## src/logic/sensor_link_pkg.sv

```systemverilog
// Constants and carrier types for the single-wire sensor read link
// How it works
// - After power-up interval, take one measurement, store it, then sleep.
// - Idle sensor keeps pin as input and watches for low pulse.
// - Sensor answers low 80 us then high 80 us once released.
// - After response, sensor shifts out exactly forty data bits.
// - Zero bit is 50 us low then about 26 us high.
// - One bit is 50 us low then 70 us high.
// - After fortieth bit, drive low 50 us more, then release line.
// - After each transfer, take new measurement, store it, sleep again.
// - Only a host start pulse wakes the sensor from sleep.
// - Bits go MSB first: humidity high, low, temperature high, low, check.
// - Check byte is low eight bits of sum of four data bytes.
// - Values scaled by ten; temperature bit 15 is the sign flag.
package sensor_link_pkg;

	// ****************************************
	// Timing in microseconds (power-up in milliseconds) and in cycles
	// ****************************************
	localparam int CLK_MHZ        = 40;
	localparam int T_POWERUP_MS   = 2000;
	localparam int T_START_US     = 800;
	localparam int T_RESP_LOW_US  = 80;
	localparam int T_RESP_HIGH_US = 80;
	localparam int T_BIT_LOW_US   = 50;
	localparam int T_BIT0_HIGH_US = 26;
	localparam int T_BIT1_HIGH_US = 70;
	localparam int T_END_LOW_US   = 50;
	localparam int T_MEAS_US      = 100;

	localparam int CYC_START     = T_START_US * CLK_MHZ;
	localparam int CYC_RESP_LOW  = T_RESP_LOW_US * CLK_MHZ;
	localparam int CYC_RESP_HIGH = T_RESP_HIGH_US * CLK_MHZ;
	localparam int CYC_BIT_LOW   = T_BIT_LOW_US * CLK_MHZ;
	localparam int CYC_BIT0_HIGH = T_BIT0_HIGH_US * CLK_MHZ;
	localparam int CYC_BIT1_HIGH = T_BIT1_HIGH_US * CLK_MHZ;
	localparam int CYC_END_LOW   = T_END_LOW_US * CLK_MHZ;
	localparam int CYC_MEAS      = T_MEAS_US * CLK_MHZ;
	localparam int CYC_POWERUP   = T_POWERUP_MS * 1000 * CLK_MHZ;

	localparam int FRAME_BITS = 40;
	localparam int CNT_W      = 27;
	localparam int BIT_W      = 6;

	// ****************************************
	// Carrier types
	// ****************************************
	typedef struct packed {
		logic [15:0] humidity;
		logic        temp_neg;
		logic [14:0] temp_mag;
	} sample_t;

	typedef struct packed {
		logic        oe;
		logic        out;
	} pin_drive_t;

	typedef enum logic [3:0] {
		ST_POWERUP, ST_MEASURE, ST_SLEEP, ST_START_LOW, ST_WAIT_REL,
		ST_RESP_LOW, ST_RESP_HIGH, ST_BIT_LOW, ST_BIT_HIGH, ST_END_LOW
	} link_state_t;

endpackage

```

## src/logic/sample_buffer.sv

```systemverilog
// Two-entry valid/ready buffer carrying measurement samples
`timescale 1ns/1ps
module sample_buffer
	import sensor_link_pkg::*;
(
	input  wire logic    mclk,
	input  wire logic    rst_b,
	input  wire logic    in_valid,
	output logic         in_ready,
	input  wire sample_t in_data,
	output logic         out_valid,
	input  wire logic    out_ready,
	output sample_t      out_data
);

	typedef struct packed {
		sample_t [1:0] mem;
		logic          wr;
		logic          rd;
		logic    [1:0] cnt;
	} buf_state_t;

	buf_state_t st_r;
	buf_state_t st_nxt;
	logic       push;
	logic       pop;

	assign push      = in_valid && (st_r.cnt != 2'h2);
	assign pop       = out_valid && out_ready;
	assign in_ready  = (st_r.cnt != 2'h2);
	assign out_valid = (st_r.cnt != 2'h0);
	assign out_data  = st_r.mem[st_r.rd];

	always_comb begin
		st_nxt = st_r;
		if (push) begin
			st_nxt.mem[st_r.wr] = in_data;
			st_nxt.wr           = ~st_r.wr;
		end
		if (pop)
			st_nxt.rd = ~st_r.rd;
		st_nxt.cnt = st_r.cnt + {1'b0, push} - {1'b0, pop};
	end

	always_ff @(posedge mclk or negedge rst_b) begin
		if (!rst_b)
			st_r <= '0;
		else
			st_r <= st_nxt;
	end
endmodule

```

## src/logic/sensor_link.sv

```systemverilog
// Sensor end of the single-wire read link
`timescale 1ns/1ps
module sensor_link
	import sensor_link_pkg::*;
#(
	parameter int POWERUP_CYC = CYC_POWERUP,
	parameter int MEAS_CYC    = CYC_MEAS,
	parameter int US_CYC      = CLK_MHZ
)(
	input  wire logic    mclk,
	input  wire logic    rst_b,
	input  wire logic    line_in,
	output logic         line_out,
	output logic         line_oe,
	input  wire sample_t meas_data,
	output logic         meas_req,
	output logic         busy
);

	// ****************************************
	// State and buffer
	// ****************************************
	typedef struct packed {
		link_state_t      state;
		logic [CNT_W-1:0] cnt;
		logic [BIT_W-1:0] bitn;
		logic [39:0]      frame;
		pin_drive_t       pin;
		logic             meas_req;
		logic             busy;
		logic             push;
		sample_t          pdata;
		logic [CNT_W-1:0] held;
	} link_reg_t;

	link_reg_t r;
	link_reg_t nx;
	logic      buf_in_ready;
	logic      buf_out_valid;
	sample_t   buf_out;
	logic      load;
	logic [7:0] chk;

	// Phase lengths in cycles; a bench may shrink the microsecond to keep runs short
	localparam int START_N     = T_START_US * US_CYC;
	localparam int RESP_LOW_N  = T_RESP_LOW_US * US_CYC;
	localparam int RESP_HIGH_N = T_RESP_HIGH_US * US_CYC;
	localparam int BIT_LOW_N   = T_BIT_LOW_US * US_CYC;
	localparam int BIT0_HIGH_N = T_BIT0_HIGH_US * US_CYC;
	localparam int BIT1_HIGH_N = T_BIT1_HIGH_US * US_CYC;
	localparam int END_LOW_N   = T_END_LOW_US * US_CYC;

	sample_buffer u_buf (
		.mclk      (mclk),
		.rst_b     (rst_b),
		.in_valid  (r.push),
		.in_ready  (buf_in_ready),
		.in_data   (r.pdata),
		.out_valid (buf_out_valid),
		.out_ready (load),
		.out_data  (buf_out)
	);

	// check byte from four data bytes
	assign chk = buf_out[31:24] + buf_out[23:16] + buf_out[15:8] + buf_out[7:0];

	assign load = (r.state == ST_WAIT_REL) && line_in && buf_out_valid;

	assign line_out = r.pin.out;
	assign line_oe  = r.pin.oe;
	assign meas_req = r.meas_req;
	assign busy     = r.busy;

	// ****************************************
	// Link sequencer
	// ****************************************
	always_comb begin
		nx          = r;
		nx.push     = 1'b0;
		nx.meas_req = 1'b0;
		nx.cnt      = r.cnt + 1'b1;
		case (r.state)
			ST_POWERUP: begin
				if (r.cnt >= CNT_W'(POWERUP_CYC - 1)) begin
					nx.state = ST_MEASURE;
					nx.cnt   = '0;
				end
			end
			ST_MEASURE: begin
				nx.busy = 1'b1;
				if (r.cnt == '0)
					nx.meas_req = 1'b1;
				if (r.cnt >= CNT_W'(MEAS_CYC - 1) && buf_in_ready) begin
					nx.push  = 1'b1;
					nx.pdata = meas_data;
					nx.state = ST_SLEEP;
					nx.cnt   = '0;
					nx.busy  = 1'b0;
				end
			end
			// pin stays input, only a low wakes
			ST_SLEEP: begin
				nx.pin = '0;
				nx.cnt = '0;
				if (!line_in)
					nx.state = ST_START_LOW;
			end
			ST_START_LOW: begin
				if (line_in) begin
					nx.state = ST_SLEEP;
					nx.cnt   = '0;
				end else if (r.cnt >= CNT_W'(START_N - 1)) begin
					nx.state = ST_WAIT_REL;
					nx.busy  = 1'b1;
				end
			end
			ST_WAIT_REL: begin
				nx.cnt = '0;
				if (load) begin
					nx.frame  = {buf_out, chk};
					nx.state  = ST_RESP_LOW;
					nx.pin.oe = 1'b1;
					nx.pin.out = 1'b0;
				end
			end
			ST_RESP_LOW: begin
				if (r.cnt >= CNT_W'(RESP_LOW_N - 1)) begin
					nx.state   = ST_RESP_HIGH;
					nx.pin.out = 1'b1;
					nx.cnt     = '0;
				end
			end
			ST_RESP_HIGH: begin
				if (r.cnt >= CNT_W'(RESP_HIGH_N - 1)) begin
					nx.state   = ST_BIT_LOW;
					nx.pin.out = 1'b0;
					nx.cnt     = '0;
					nx.bitn    = '0;
				end
			end
			ST_BIT_LOW: begin
				if (r.cnt >= CNT_W'(BIT_LOW_N - 1)) begin
					nx.state   = ST_BIT_HIGH;
					nx.pin.out = 1'b1;
					nx.cnt     = '0;
				end
			end
			ST_BIT_HIGH: begin
				if (r.cnt >= (r.frame[39] ? CNT_W'(BIT1_HIGH_N - 1)
				                          : CNT_W'(BIT0_HIGH_N - 1))) begin
					nx.pin.out = 1'b0;
					nx.cnt     = '0;
					nx.frame   = {r.frame[38:0], 1'b0};
					nx.bitn    = r.bitn + 1'b1;
					nx.state   = (r.bitn == BIT_W'(FRAME_BITS - 1)) ? ST_END_LOW
					                                               : ST_BIT_LOW;
				end
			end
			ST_END_LOW: begin
				if (r.cnt >= CNT_W'(END_LOW_N - 1)) begin
					nx.pin   = '0;
					nx.state = ST_MEASURE;
					nx.cnt   = '0;
				end
			end
			default: begin
				nx.state = ST_SLEEP;
				nx.pin   = '0;
			end
		endcase
		// Age of the present pin level, kept apart from cnt so the checks are independent
		nx.held = (nx.pin != r.pin) ? '0 : r.held + 1'b1;
	end

	always_ff @(posedge mclk or negedge rst_b) begin
		if (!rst_b)
			r <= '{state: ST_POWERUP, default: '0};
		else
			r <= nx;
	end
endmodule

```

## config.mk

```make
export PLATFORM = sky130hd
export DESIGN_NAME = sensor_link
export DESIGN_NICKNAME = d
export VERILOG_FILES = /design/src/logic/sensor_link_pkg.sv /design/src/logic/sample_buffer.sv /design/src/logic/sensor_link.sv
export SDC_FILE = /design/constraint.sdc
export NUM_CORES = 1
export LEC_CHECK = 0
export ABC_AREA = 1
export BUFFER_PORTS_ARGS = -buffer_cell sky130_fd_sc_hd__buf_2
export CAP_MARGIN = 20
export CORE_UTILIZATION = 67
export DETAILED_ROUTE_END_ITERATION = 8
export GPL_TIMING_DRIVEN = 0
export PLACE_DENSITY = 0.86
export SLEW_MARGIN = 20
export SYNTH_ARGS = -nofsm -noshare
export SYNTH_HDL_FRONTEND = slang
export SYNTH_SLANG_ARGS = --single-unit
```

## constraint.sdc

```tcl
create_clock -name mclk -period 6.3 [get_ports mclk]
set_input_delay 1.26 -clock mclk [delete_from_list [all_inputs] [get_ports mclk]]
set_output_delay 1.26 -clock mclk [all_outputs]
set_load 0.05 [all_outputs]
```

==> results of run 1 <==
-- flip-flops by register name, summed over array words and instances, names as in the netlist --
signal / count
u_buf.st_r: 68
line_out: 1
busy: 1
meas_req: 1
line_oe: 1
r: 110
-- logic make-up (layout without fill, tap and decap cells) --
| group | count (synthesis) | in the layout | share of synthesized area (%) |
|---|---|---|---|
| AOI/OAI and AO/OA | 246 | 246 | 13.3 |
| xor gates and xnor gates | 25 | 25 | 2.27 |
| adders and majority gates | 32 | 32 | 5.25 |
| buffers and inverters | 203 | 274 | 8.69 |
| DFF | 182 | 182 | 47.3 |
| muxes | 20 | 20 | 2.08 |
| and+or+nand+nor | 489 | 489 | 21.1 |
-- layer usage --
metal  GRT usage [%]  share of wire, %  vias to the layer above
met5               0                 0                        -
met4            17.5               4.1                        0
met3            7.30               7.1                       88
met2            57.6                48                      394
met1            44.6                41                     3912
li1                -                 -                     3946
-- where the power goes --
group / total (mW) / switching [mW] / internal [mW]
clock network: 1.06 / 0.485 / 0.577
registers: 1.17 / 0 / 1.17
logic: 0.0373 / 0.0257 / 0.0116
total: 2.27 / 0.511 / 1.76
-- area by class of cell --
cell class / instances / share of cell area (%)
clock buffer: 19 / 4.23
sequential: 182 / 42.5
inverter: 160 / 5.66
clock inverter: 12 / 1.30
timing repair buffer: 40 / 2.38
buffer: 43 / 2.16
tap: 180 / 2.10
multi-input combinational: 812 / 39.6
-- worst max-delay path, stage by stage (launching register included) --
cell                      delay (ns)
sky130_fd_sc_hd__dfrtp_1        0.32
sky130_fd_sc_hd__buf_2          0.18
sky130_fd_sc_hd__buf_2          0.35
sky130_fd_sc_hd__buf_2          0.43
sky130_fd_sc_hd__mux2i_1        0.61
sky130_fd_sc_hd__fa_1           0.55
sky130_fd_sc_hd__fa_1           0.57
sky130_fd_sc_hd__inv_1          0.09
sky130_fd_sc_hd__fa_1           0.44
sky130_fd_sc_hd__nand2_1        0.07
sky130_fd_sc_hd__inv_1          0.05
sky130_fd_sc_hd__o21ai_0        0.14
sky130_fd_sc_hd__nand2_1        0.10
sky130_fd_sc_hd__nand2_1        0.07
sky130_fd_sc_hd__nand2_1        0.04
sky130_fd_sc_hd__nand2_1        0.05
sky130_fd_sc_hd__nand2_1        0.09
sky130_fd_sc_hd__nand3_1        0.09
sky130_fd_sc_hd__nand3_1        0.11
sky130_fd_sc_hd__a21oi_2        0.14
-- placed cells by master (no fill, tap or decap), drive strengths merged --
| cell type | instances |
|---|---|
| nor3 | 10 |
| dfrtp | 182 |
| xnor2 | 6 |
| buf | 63 |
| clkbuf | 39 |
| nand4 | 13 |
| o22ai | 23 |
| nor4 | 2 |
| bufinv | 1 |
| clkinvlp | 2 |
| a31oi | 3 |
| nand3 | 43 |
| fa | 14 |
| xor2 | 19 |
| nand2 | 315 |
| a211oi | 1 |
| a21o | 1 |
| o21ai | 168 |
| mux2i | 20 |
| or2 | 5 |
| nor2 | 97 |
| a21oi | 49 |
| a21boi | 1 |
| nand3b | 3 |
| inv | 164 |
| and2 | 1 |
| ha | 18 |
| clkinv | 5 |
-- final timing paths --
kind / from / to / slack (ns) / depth (start not counted)
min in group asynchronous: rst_b / r[113] / 0.68 / 1
min: u_buf.st_r[27] / u_buf.st_r[27] / 0.49 / 2
min reg2reg: u_buf.st_r[27] / u_buf.st_r[27] / 0.49 / 2
max: u_buf.st_r[2] / r[71] / 1.73 / 19
max reg2reg: u_buf.st_r[2] / r[71] / 1.73 / 19
max in group asynchronous: rst_b / u_buf.st_r[17] / 4.61 / 3
-- metrics by stage --
step                      hold WS (ns)  power, mW  setup slack, ns  instance area (um^2)  cells
final                            0.486       2.27             1.73                 10700   1448
after global routing             0.513       2.33             1.53                 10700   1448
after CTS                        0.482       2.27             1.84                 10700   1448
after detailed placement         0.465       1.23             1.87                 10100   1417
after global placement           0.460       1.22             1.21                 10100   1415
after floorplan                  0.445       1.19             2.57                  9640   1197
==> results list, run 1 <==
* Die H: 122 um
- The later pin in the worst-skew pair is clocked with a latency of 0.45 ns.
* Most numerous cell in the Yosys netlist: sky130_fd_sc_hd__nand2_1
* Tcrit/Tclk final: 72.5%
- Post-layout nets: 1323
- Post-CTS Hold Fix Bufs: 0
- Counting flops with an async set or reset pin after synthesis yields a share of 100%.
- Clock tree from TritonCTS: done
- Path type of the worst min-delay path: flip-flop to flip-flop
- Number of synthesized register bits: 182
- In this run the core area contains 43 standard-cell rows.
- 39 I/O pins were placed.
* Detailed-route wire length: 24400 um
- Once detailed placement completed, the half-perimeter wirelength came to 17500 um.
- Power per cell area: 212 mW/mm^2
* Number of clock sinks: 182
* Leak Pwr: 5.36 nW
* Transition time at the pin with the least slew margin: 0.679 ns
- Dividing the detail-routed wire length by the instance count gives 16.9 um.
- Summing all flip-flop and latch instances after layout gives 0.00455 mm^2.
- Residual antenna-violating net count after detailed routing: 0
* Warnings from Yosys: 0
* Count of unresolved DRC violations after routing: 0
* Clock Skew: 0.0149 ns
* Final Hold Fails: 0
- The repair_antennas step left the layout with diodes totalling 0.
* Max Cap Violations: 0
* Total area of multi-input combinational cells: 0.00424 mm^2
- For this run, the total global-route usage over all layers was measured as 35.3%.
- Required time of the worst setup path: 6.68 ns
- The number of max-slew violations in the final report came to 0.
* Wire length of the first global-routing pass: 39800 um
- For this run the aggregate overflow at the end of global routing stands at 0.
* Number of global-route vias before repair: 8116
* Synth Instances: 1197
* Cells resized by post-CTS repair: 0
- Share of the synthesized area in the top cell type: 47.3%
- Number of buffers inserted by port buffering: 38
- Top post-synthesis cells by area: sky130_fd_sc_hd__dfrtp_1 47%, sky130_fd_sc_hd__nand2_1 12%, sky130_fd_sc_hd__o21ai_0 8.0%, sky130_fd_sc_hd__inv_1 5.9%, sky130_fd_sc_hd__nor2_1 3.4%
* Gpl congestion: 0.944
- Arrival time reported for the critical path endpoint: 4.95 ns
- Entering global routing, the biggest net connects 79 pins.
- After synthesis, flip-flops and latches occupy 47.3% of the total area.
- Final setup viols: 0
* Post-synth net total: 1264
- Number of post-CTS setup repair buffers: 0
- Average instance area after synthesis: 8.05 um^2
- The largest total area in the synthesized netlist belongs to sky130_fd_sc_hd__dfrtp_1.
- Highest net fanout along the worst path: 10
- Number of distinct standard cells referenced by the synthesized netlist: 41
- The root buffer cell chosen for the clock tree is sky130_fd_sc_hd__clkbuf_16.
* Clock-pin slew on the worst setup and hold paths: 0.08 ns
* Via/cell ratio: 5.76
- The die is 122 um wide.
- The initial antenna violation count came to 0.
- After floorplanning, the core was sized to cover 0.0139 mm^2.
* Vias after detailed routing: 8340
- Kind of start point of the critical path: flip-flop
* Maximum VDD drop: 0.000298 V
* Setup repair after global routing missed its margin: false
- Once layout is complete, the utilization of the core stands at 76.8%.
- Run status: completed
* Initial core utilization: 69.1%
- Category of the worst setup path capture point: flip-flop
* H-tree levels: 4
- TritonCTS created 17 clock buffers.
- Based on the critical path, the design can be clocked at up to 0.219 GHz.
- Synth Cell Area: 0.00964 mm^2
- The critical path in this run is classified as flip-flop to flip-flop.
- Number of DRC violations after detailed-routing iteration 0: 738
* Fin crit period: 4.57 ns
- Area growth from synthesis to layout: 11.1%
* Remaining max-slew budget at the tightest pin: 53.4%
- For the final routed database, the setup TNS stands at 0 ns.
- The most used flip-flop cell after synthesis is sky130_fd_sc_hd__dfrtp_1.
- The longest clock path from root to sink contains 2 buffers.
* Die area: 0.0149 mm^2
- Most numerous cell types in the synthesized netlist: 310 x sky130_fd_sc_hd__nand2_1, 182 x sky130_fd_sc_hd__dfrtp_1, 154 x sky130_fd_sc_hd__o21ai_0
- The first detailed-routing pass ran for 5 iterations.
* Number of filler instances in the final layout: 991
- Yosys mapped a number of flops with a built-in enable equal to 0.
- Share of final-layout standard cells stronger than drive strength 1: 10.0%
(Power assumes the default switching activity.)
==> inputs of run 2 (changes only) <==
- CORE_UTILIZATION: 67 -> 56
- PLACE_DENSITY: 0.86 -> 0.76
- clock period: 6.3 -> 4.2 ns (I/O delays scaled with it)
==> results list, run 2 (same netlist as run 1, synthesis figures left out) <==
* Arrival time reported for the critical path endpoint: 4.35 ns
* Crit path setup slack, layout: 0.217 ns
- Fin crit period: 3.98 ns
* Tcrit/Tclk final: 94.8%
- Post-route cell area: 0.0108 mm^2
- F_max: 0.251 GHz
- Share of total power in sequential cells: 52.2%
* Setup Crit Path Kind: flip-flop to flip-flop
* Internal power contribution: 2.60 mW
- Vias after detailed routing: 8160
- Leak Pwr: 5.35 nW
- Worst R2R Path Depth: 19
- Measured against its own limit, the worst slew margin works out to 57.7%.
* Router iterations before antenna repair: 5
- Path type of the worst min-delay path: input pin to async pin
- Once placement finished, the instance area stood at 0.0102 mm^2.
* Clock tree from TritonCTS: done
* Overall Global Routing Usage: 28.0%
- The number of clock buffers added by TritonCTS is 17.
- The number of antenna diodes in the final layout is 0.
- Share of final-layout standard cells stronger than drive strength 1: 10.2%
* Overall die width: 133 um
- Largest registers: r: 110 flops, u_buf.st_r: 68 flops
- For the worst-skew pair, the clock arrives at the later sink with an insertion delay of 0.43 ns.
- Most frequent cells in the layout: 310 x sky130_fd_sc_hd__nand2_1, 182 x sky130_fd_sc_hd__dfrtp_1, 154 x sky130_fd_sc_hd__o21ai_0
- Final setup viols: 0
* Switching power total: 758 uW
- The congestion estimate from routability-driven global placement came to 0.888.
* Reg-to-Reg Start: u_buf.st_r[2]
- Number of global-route vias before repair: 7889
- Clock-pin slew was measured on the worst setup and hold paths at 0.07 ns.
- Power per cell area: 312 mW/mm^2
* Logic gate share of total power: 1.7%
* Post-layout nets: 1323
- Most common cell after layout, fill and taps aside: sky130_fd_sc_hd__nand2_1
- Largest register by flop count: r
* Number of DRC violations after detailed-routing iteration 0: 585
* Wire length of the first global-routing pass: 38800 um
- The die covers 0.0177 mm^2.
- Sequential cell area: 0.00455 mm^2
* Final Hold Fails: 0
* Run status: completed
- Category of the worst setup path capture point: flip-flop
- IR analysis of the VDD net gives a maximum drop of 0.000294 V.
* Kind of start point of the critical path: flip-flop
- In the final timing run, aggregate negative setup slack is 0 ns.
* Count of unresolved DRC violations after routing: 0
- Number of buffers inserted by port buffering: 38
- The floorplan has 47 rows.
* Max Cap Violations: 0
* Proportion of total power due to net switching: 22.6%
* Routed WL per cell: 15.5 um
- The initial antenna violation count is 0.
* HPWL reported at the end of detailed placement: 16800 um
- Number of clock sinks: 182
- Core box area: 0.0167 mm^2
- Largest register FFs: 110
* Via/cell ratio: 5.48
- Clock Skew: 0.00998 ns
- Fill cells in the final layout number 1434.
- Initial core utilization: 57.7%
- Residual overflow from global routing: 0
* Total area of multi-input combinational cells: 0.00427 mm^2
- Pin placement for this block handled 39 I/O pins.
- Power Total: 3.35 mW
* Transition time at the pin with the least slew margin: 0.617 ns
- No sink is reached through more buffers than the 2 on the longest clock path.
- Compared with the post-synthesis result, the final layout area differs by 11.7%.
- Clk network pwr share: 46.1%
- From bottom edge to top edge, the die measures 133 um.
- Placement-stage worst setup slack: -0.229 ns
* Worst setup slack for register-to-register paths: 0.22 ns
* Final number of max-transition violations: 0
- Residual antenna-violating net count after detailed routing: 0
- STA puts the critical path data required time at 4.57 ns.
- Detailed-route wire length: 23100 um
* Buffer type at the clock tree root: sky130_fd_sc_hd__clkbuf_16
* Largest net degree at the start of global routing: 80
- The worst register-to-register path ends at r[71].
* Highest net fanout along the worst path: 10
- Worst slack on hold paths: 0.274 ns
* H-tree levels: 4
==> run 2: final cells by class <==
class                      count  share of cell area, %
sequential                   182                   42.3
timing repair buffer          40                   2.37
tap                          220                   2.56
inverter                     160                   5.63
clock inverter                12                   1.10
multi-input combinational    812                   39.7
buffer                        43                   2.28
clock buffer                  19                   4.02
==> run 2: critical path, stage by stage (launching register included) <==
cell                      delay (ns)
sky130_fd_sc_hd__dfrtp_1        0.33
sky130_fd_sc_hd__buf_2          0.18
sky130_fd_sc_hd__buf_6          0.21
sky130_fd_sc_hd__buf_6          0.23
sky130_fd_sc_hd__mux2i_2        0.47
sky130_fd_sc_hd__fa_1           0.50
sky130_fd_sc_hd__fa_1           0.52
sky130_fd_sc_hd__inv_1          0.07
sky130_fd_sc_hd__fa_1           0.43
sky130_fd_sc_hd__nand2_1        0.08
sky130_fd_sc_hd__inv_1          0.05
sky130_fd_sc_hd__o21ai_0        0.14
sky130_fd_sc_hd__nand2_1        0.11
sky130_fd_sc_hd__nand2_1        0.08
sky130_fd_sc_hd__nand2_1        0.06
sky130_fd_sc_hd__nand2_1        0.05
sky130_fd_sc_hd__nand2_1        0.06
sky130_fd_sc_hd__nand3_1        0.09
sky130_fd_sc_hd__nand3_1        0.10
sky130_fd_sc_hd__a21oi_2        0.13
==> run 2: timing repair <==
action	4_1_cts	5_1_grt
resized for setup	5	6
endpoints found under the setup margin	2	2
hold buffers	0	0
buffers inserted	0	0
==> run 2: how the worst max path moves through the flow <==
stage / start / to / depth (start not counted)
2_1_floorplan: u_buf.st_r[2] / r[71] / 20
3_3_place_gp: rst_b / r[36] / 1
3_5_place_dp: u_buf.st_r[2] / r[71] / 20
4_1_cts: u_buf.st_r[2] / r[71] / 20
5_1_grt: u_buf.st_r[2] / r[71] / 20
6_report: u_buf.st_r[2] / r[71] / 19
==> run 2: metrics by stage <==
stage	cells	utilization, %
finish	1488	64.4
CTS	1488	64.3
global placement	1455	60.5
floorplan	1197	-
detailed placement	1457	60.9
global route	1488	64.4
==> run 2: power by group through the flow <==
stage / logic [mW] / registers, mW / clock network [mW]
2_1_floorplan: 0.000645 / 1.79 / 0
3_3_place_gp: 0.0504 / 1.79 / 0
3_5_place_dp: 0.0582 / 1.79 / 0
4_1_cts: 0.0584 / 1.75 / 1.56
5_1_grt: 0.0649 / 1.75 / 1.62
6_report: 0.0558 / 1.75 / 1.55
==> run 2: metal layers <==
metal	vias to the layer above	global-route usage, %	wire [um]
li1	3945	-	-
met1	3854	38.8	10300
met2	310	43.8	10700
met3	51	5.48	1530
met4	0	10.7	586
met5	-	0	0
==> inputs of run 3 (changes only) <==
- PLACE_DENSITY: 0.76 -> 0.74
==> results list, run 3 (same netlist as run 1, synthesis figures left out) <==
- Power per cell area: 316 mW/mm^2
- The number of global-route vias before repair was 7734.
* Number of clock sinks: 182
- Of the total power, the share spent switching nets is 24.6%.
- Die area: 0.0177 mm^2
- Category of the worst setup path capture point: flip-flop
- Path type of the worst min-delay path: input pin to async pin
- Across all setup checks in the final design, the least slack found is 0.238 ns.
* Largest registers: r: 110 flops, u_buf.st_r: 68 flops
- HPWL reported at the end of detailed placement: 17000 um
- Number of post-CTS setup repair buffers: 0
* Internal power contribution: 2.57 mW
- Buffer type at the clock tree root: sky130_fd_sc_hd__clkbuf_16
- The first global-routing pass estimated 38600 um of wire.
* Router iterations before antenna repair: 5
* Largest net degree at the start of global routing: 94
* Number of buffers inserted by port buffering: 38
- At the pin with the least slew margin, the transition time is 0.655 ns.
- Logic gate share of total power: 1.5%
- After global routing the overflow that remains totals 0.
- Once detail routing completed, the nets flagged for antenna violations numbered 0.
* Total area of multi-input combinational cells: 0.00427 mm^2
* Run status: completed
* Setup Crit Path Kind: flip-flop to flip-flop
- Post-layout nets: 1322
* Clock Skew: 0.0128 ns
- After detailed routing, the number of vias per cell comes to 5.30.
- Measured in cells, the most critical reg-to-reg path has a length of 20.
- Max Cap Violations: 0
- Remaining max-slew budget at the tightest pin: 55.1%
* Std-Cell Rows: 47
* Clock tree from TritonCTS: done
- Gpl congestion: 0.922
* Tcrit/Tclk final: 94.3%
* Number of buffers created by CTS: 17
- The clock period could shrink to 3.96 ns.
- Ant diodes: 0
* Final Hold Fails: 0
* Initial core utilization: 57.7%
* Vias after detailed routing: 7890
* Leak Pwr: 5.36 nW
- The worst register-to-register path ends at r[71].
- H-tree levels: 4
- Detailed-route wire length: 23200 um
* Clock-pin slew on the worst setup and hold paths: 0.08 ns
* Most common cell after layout, fill and taps aside: sky130_fd_sc_hd__nand2_1
- Clk network pwr share: 47.2%
- Most frequent cells in the layout: 310 x sky130_fd_sc_hd__nand2_1, 182 x sky130_fd_sc_hd__dfrtp_1, 154 x sky130_fd_sc_hd__o21ai_0
- Reg-to-Reg Start: u_buf.st_r[2]
- During I/O placement, the number of pins put on the boundary was 39.
- Utilization of the core after routing: 64.6%
- The worst setup path is launched from a flip-flop.
* Sequential cell area: 0.00455 mm^2
- Share of total power in sequential cells: 51.3%
- Latest clock arrival within the worst-skew pair: 0.44 ns
- Based on the critical path, the design can be clocked at up to 0.252 GHz.
- The floorplan step defined a core boundary enclosing 0.0167 mm^2.
- Compared with the post-synthesis result, the final layout area differs by 11.9%.
* Total negative setup slack: 0 ns
* Largest register FFs: 110
- Overall Global Routing Usage: 28.0%
- Setup violations remaining at the end of the flow were counted as 0.
* Initial antenna violation count: 0
- Final hold analysis gives a worst-case slack of 0.386 ns.
* Routed WL per cell: 15.6 um
* Share of final-layout standard cells stronger than drive strength 1: 10.3%
* Switching power total: 840 uW
* Required time of the worst setup path: 4.58 ns
- Setup repair after global routing missed its margin: false
- Final number of max-transition violations: 0
- Number of filler instances in the final layout: 1431
* Worst setup slack for register-to-register paths: 0.24 ns
- Number of DRC violations after detailed-routing iteration 0: 507
- Count of unresolved DRC violations after routing: 0
- Die H: 133 um
* Maximum count of clock buffers along a single path: 2
- Largest register by flop count: r
- The worst-case IR drop observed on VDD is 0.000280 V.
- STA puts the critical path data arrival time at 4.34 ns.
* Overall die width: 133 um
* Highest net fanout along the worst path: 10
* Placement-stage worst setup slack: -0.203 ns
==> run 3: final cells by class <==
cell class              instances  share of cell area, %
multi-input cells             812                   39.6
plain buffers                  43                   2.27
well taps                     220                   2.55
flip-flops and latches        182                   42.2
clock buffers                  17                   3.94
repair buffers                 39                   2.11
clock inverters                15                   1.67
inverters                     160                   5.61
==> run 3: through the flow <==
| step | instance area (um^2) | instances | power [mW] |
|---|---|---|---|
| after CTS | 10800 | 1488 | 3.43 |
| after detailed placement | 10100 | 1456 | 1.84 |
| after global routing | 10800 | 1488 | 3.51 |
| after floorplan | 9640 | 1197 | 1.79 |
| after global placement | 10100 | 1455 | 1.84 |
| final | 10800 | 1488 | 3.41 |
==> run 3: timing repair <==
item | 4_1_cts | 5_1_grt
pin swaps | 0 | 0
hold buffers | 0 | 0
gates resized for setup | 5 | 6
setup endpoints to repair | 2 | 2
==> run 3: per-layer routing <==
layer / global-route usage (%) / wire, um
met1: 36.1 / 10300
met3: 5.02 / 866
met4: 11.1 / 701
met2: 47.0 / 11300
met5: 0 / 0
==> run 3: power by group through the flow <==
stage | sequential (mW) | combinational, mW | clock [mW]
after floorplan | 1.79 | 0.000645 | 0
after global placement | 1.79 | 0.0501 | 0
after detailed placement | 1.79 | 0.0547 | 0
after CTS | 1.75 | 0.0550 | 1.63
after global routing | 1.75 | 0.0611 | 1.70
final | 1.75 | 0.0520 | 1.61
==> run 3: how the worst max path moves through the flow <==
stage | startpoint | endpoint | depth (start not counted)
final | u_buf.st_r[2] | r[71] | 20
after global routing | u_buf.st_r[2] | r[71] | 20
after global placement | rst_b | r[36] | 1
after CTS | u_buf.st_r[2] | r[71] | 20
after floorplan | u_buf.st_r[2] | r[71] | 20
after detailed placement | u_buf.st_r[2] | r[71] | 20
==> run 3: worst max-delay path: stages, from the launching register on <==
cell and delay (ns):
sky130_fd_sc_hd__dfrtp_1 0.33, sky130_fd_sc_hd__buf_2 0.19, sky130_fd_sc_hd__buf_6 0.22, sky130_fd_sc_hd__buf_6 0.24, sky130_fd_sc_hd__mux2i_4 0.34, sky130_fd_sc_hd__fa_1 0.48
sky130_fd_sc_hd__fa_1 0.52, sky130_fd_sc_hd__inv_1 0.05, sky130_fd_sc_hd__ha_1 0.22, sky130_fd_sc_hd__fa_1 0.40, sky130_fd_sc_hd__nand2_1 0.07, sky130_fd_sc_hd__inv_1 0.05
sky130_fd_sc_hd__o21ai_0 0.14, sky130_fd_sc_hd__nand2_1 0.11, sky130_fd_sc_hd__nand2_1 0.07, sky130_fd_sc_hd__nand2_1 0.05, sky130_fd_sc_hd__nand2_1 0.05, sky130_fd_sc_hd__nand2_1 0.06
sky130_fd_sc_hd__nand3_1 0.08, sky130_fd_sc_hd__nand3_1 0.09, sky130_fd_sc_hd__a21oi_2 0.13
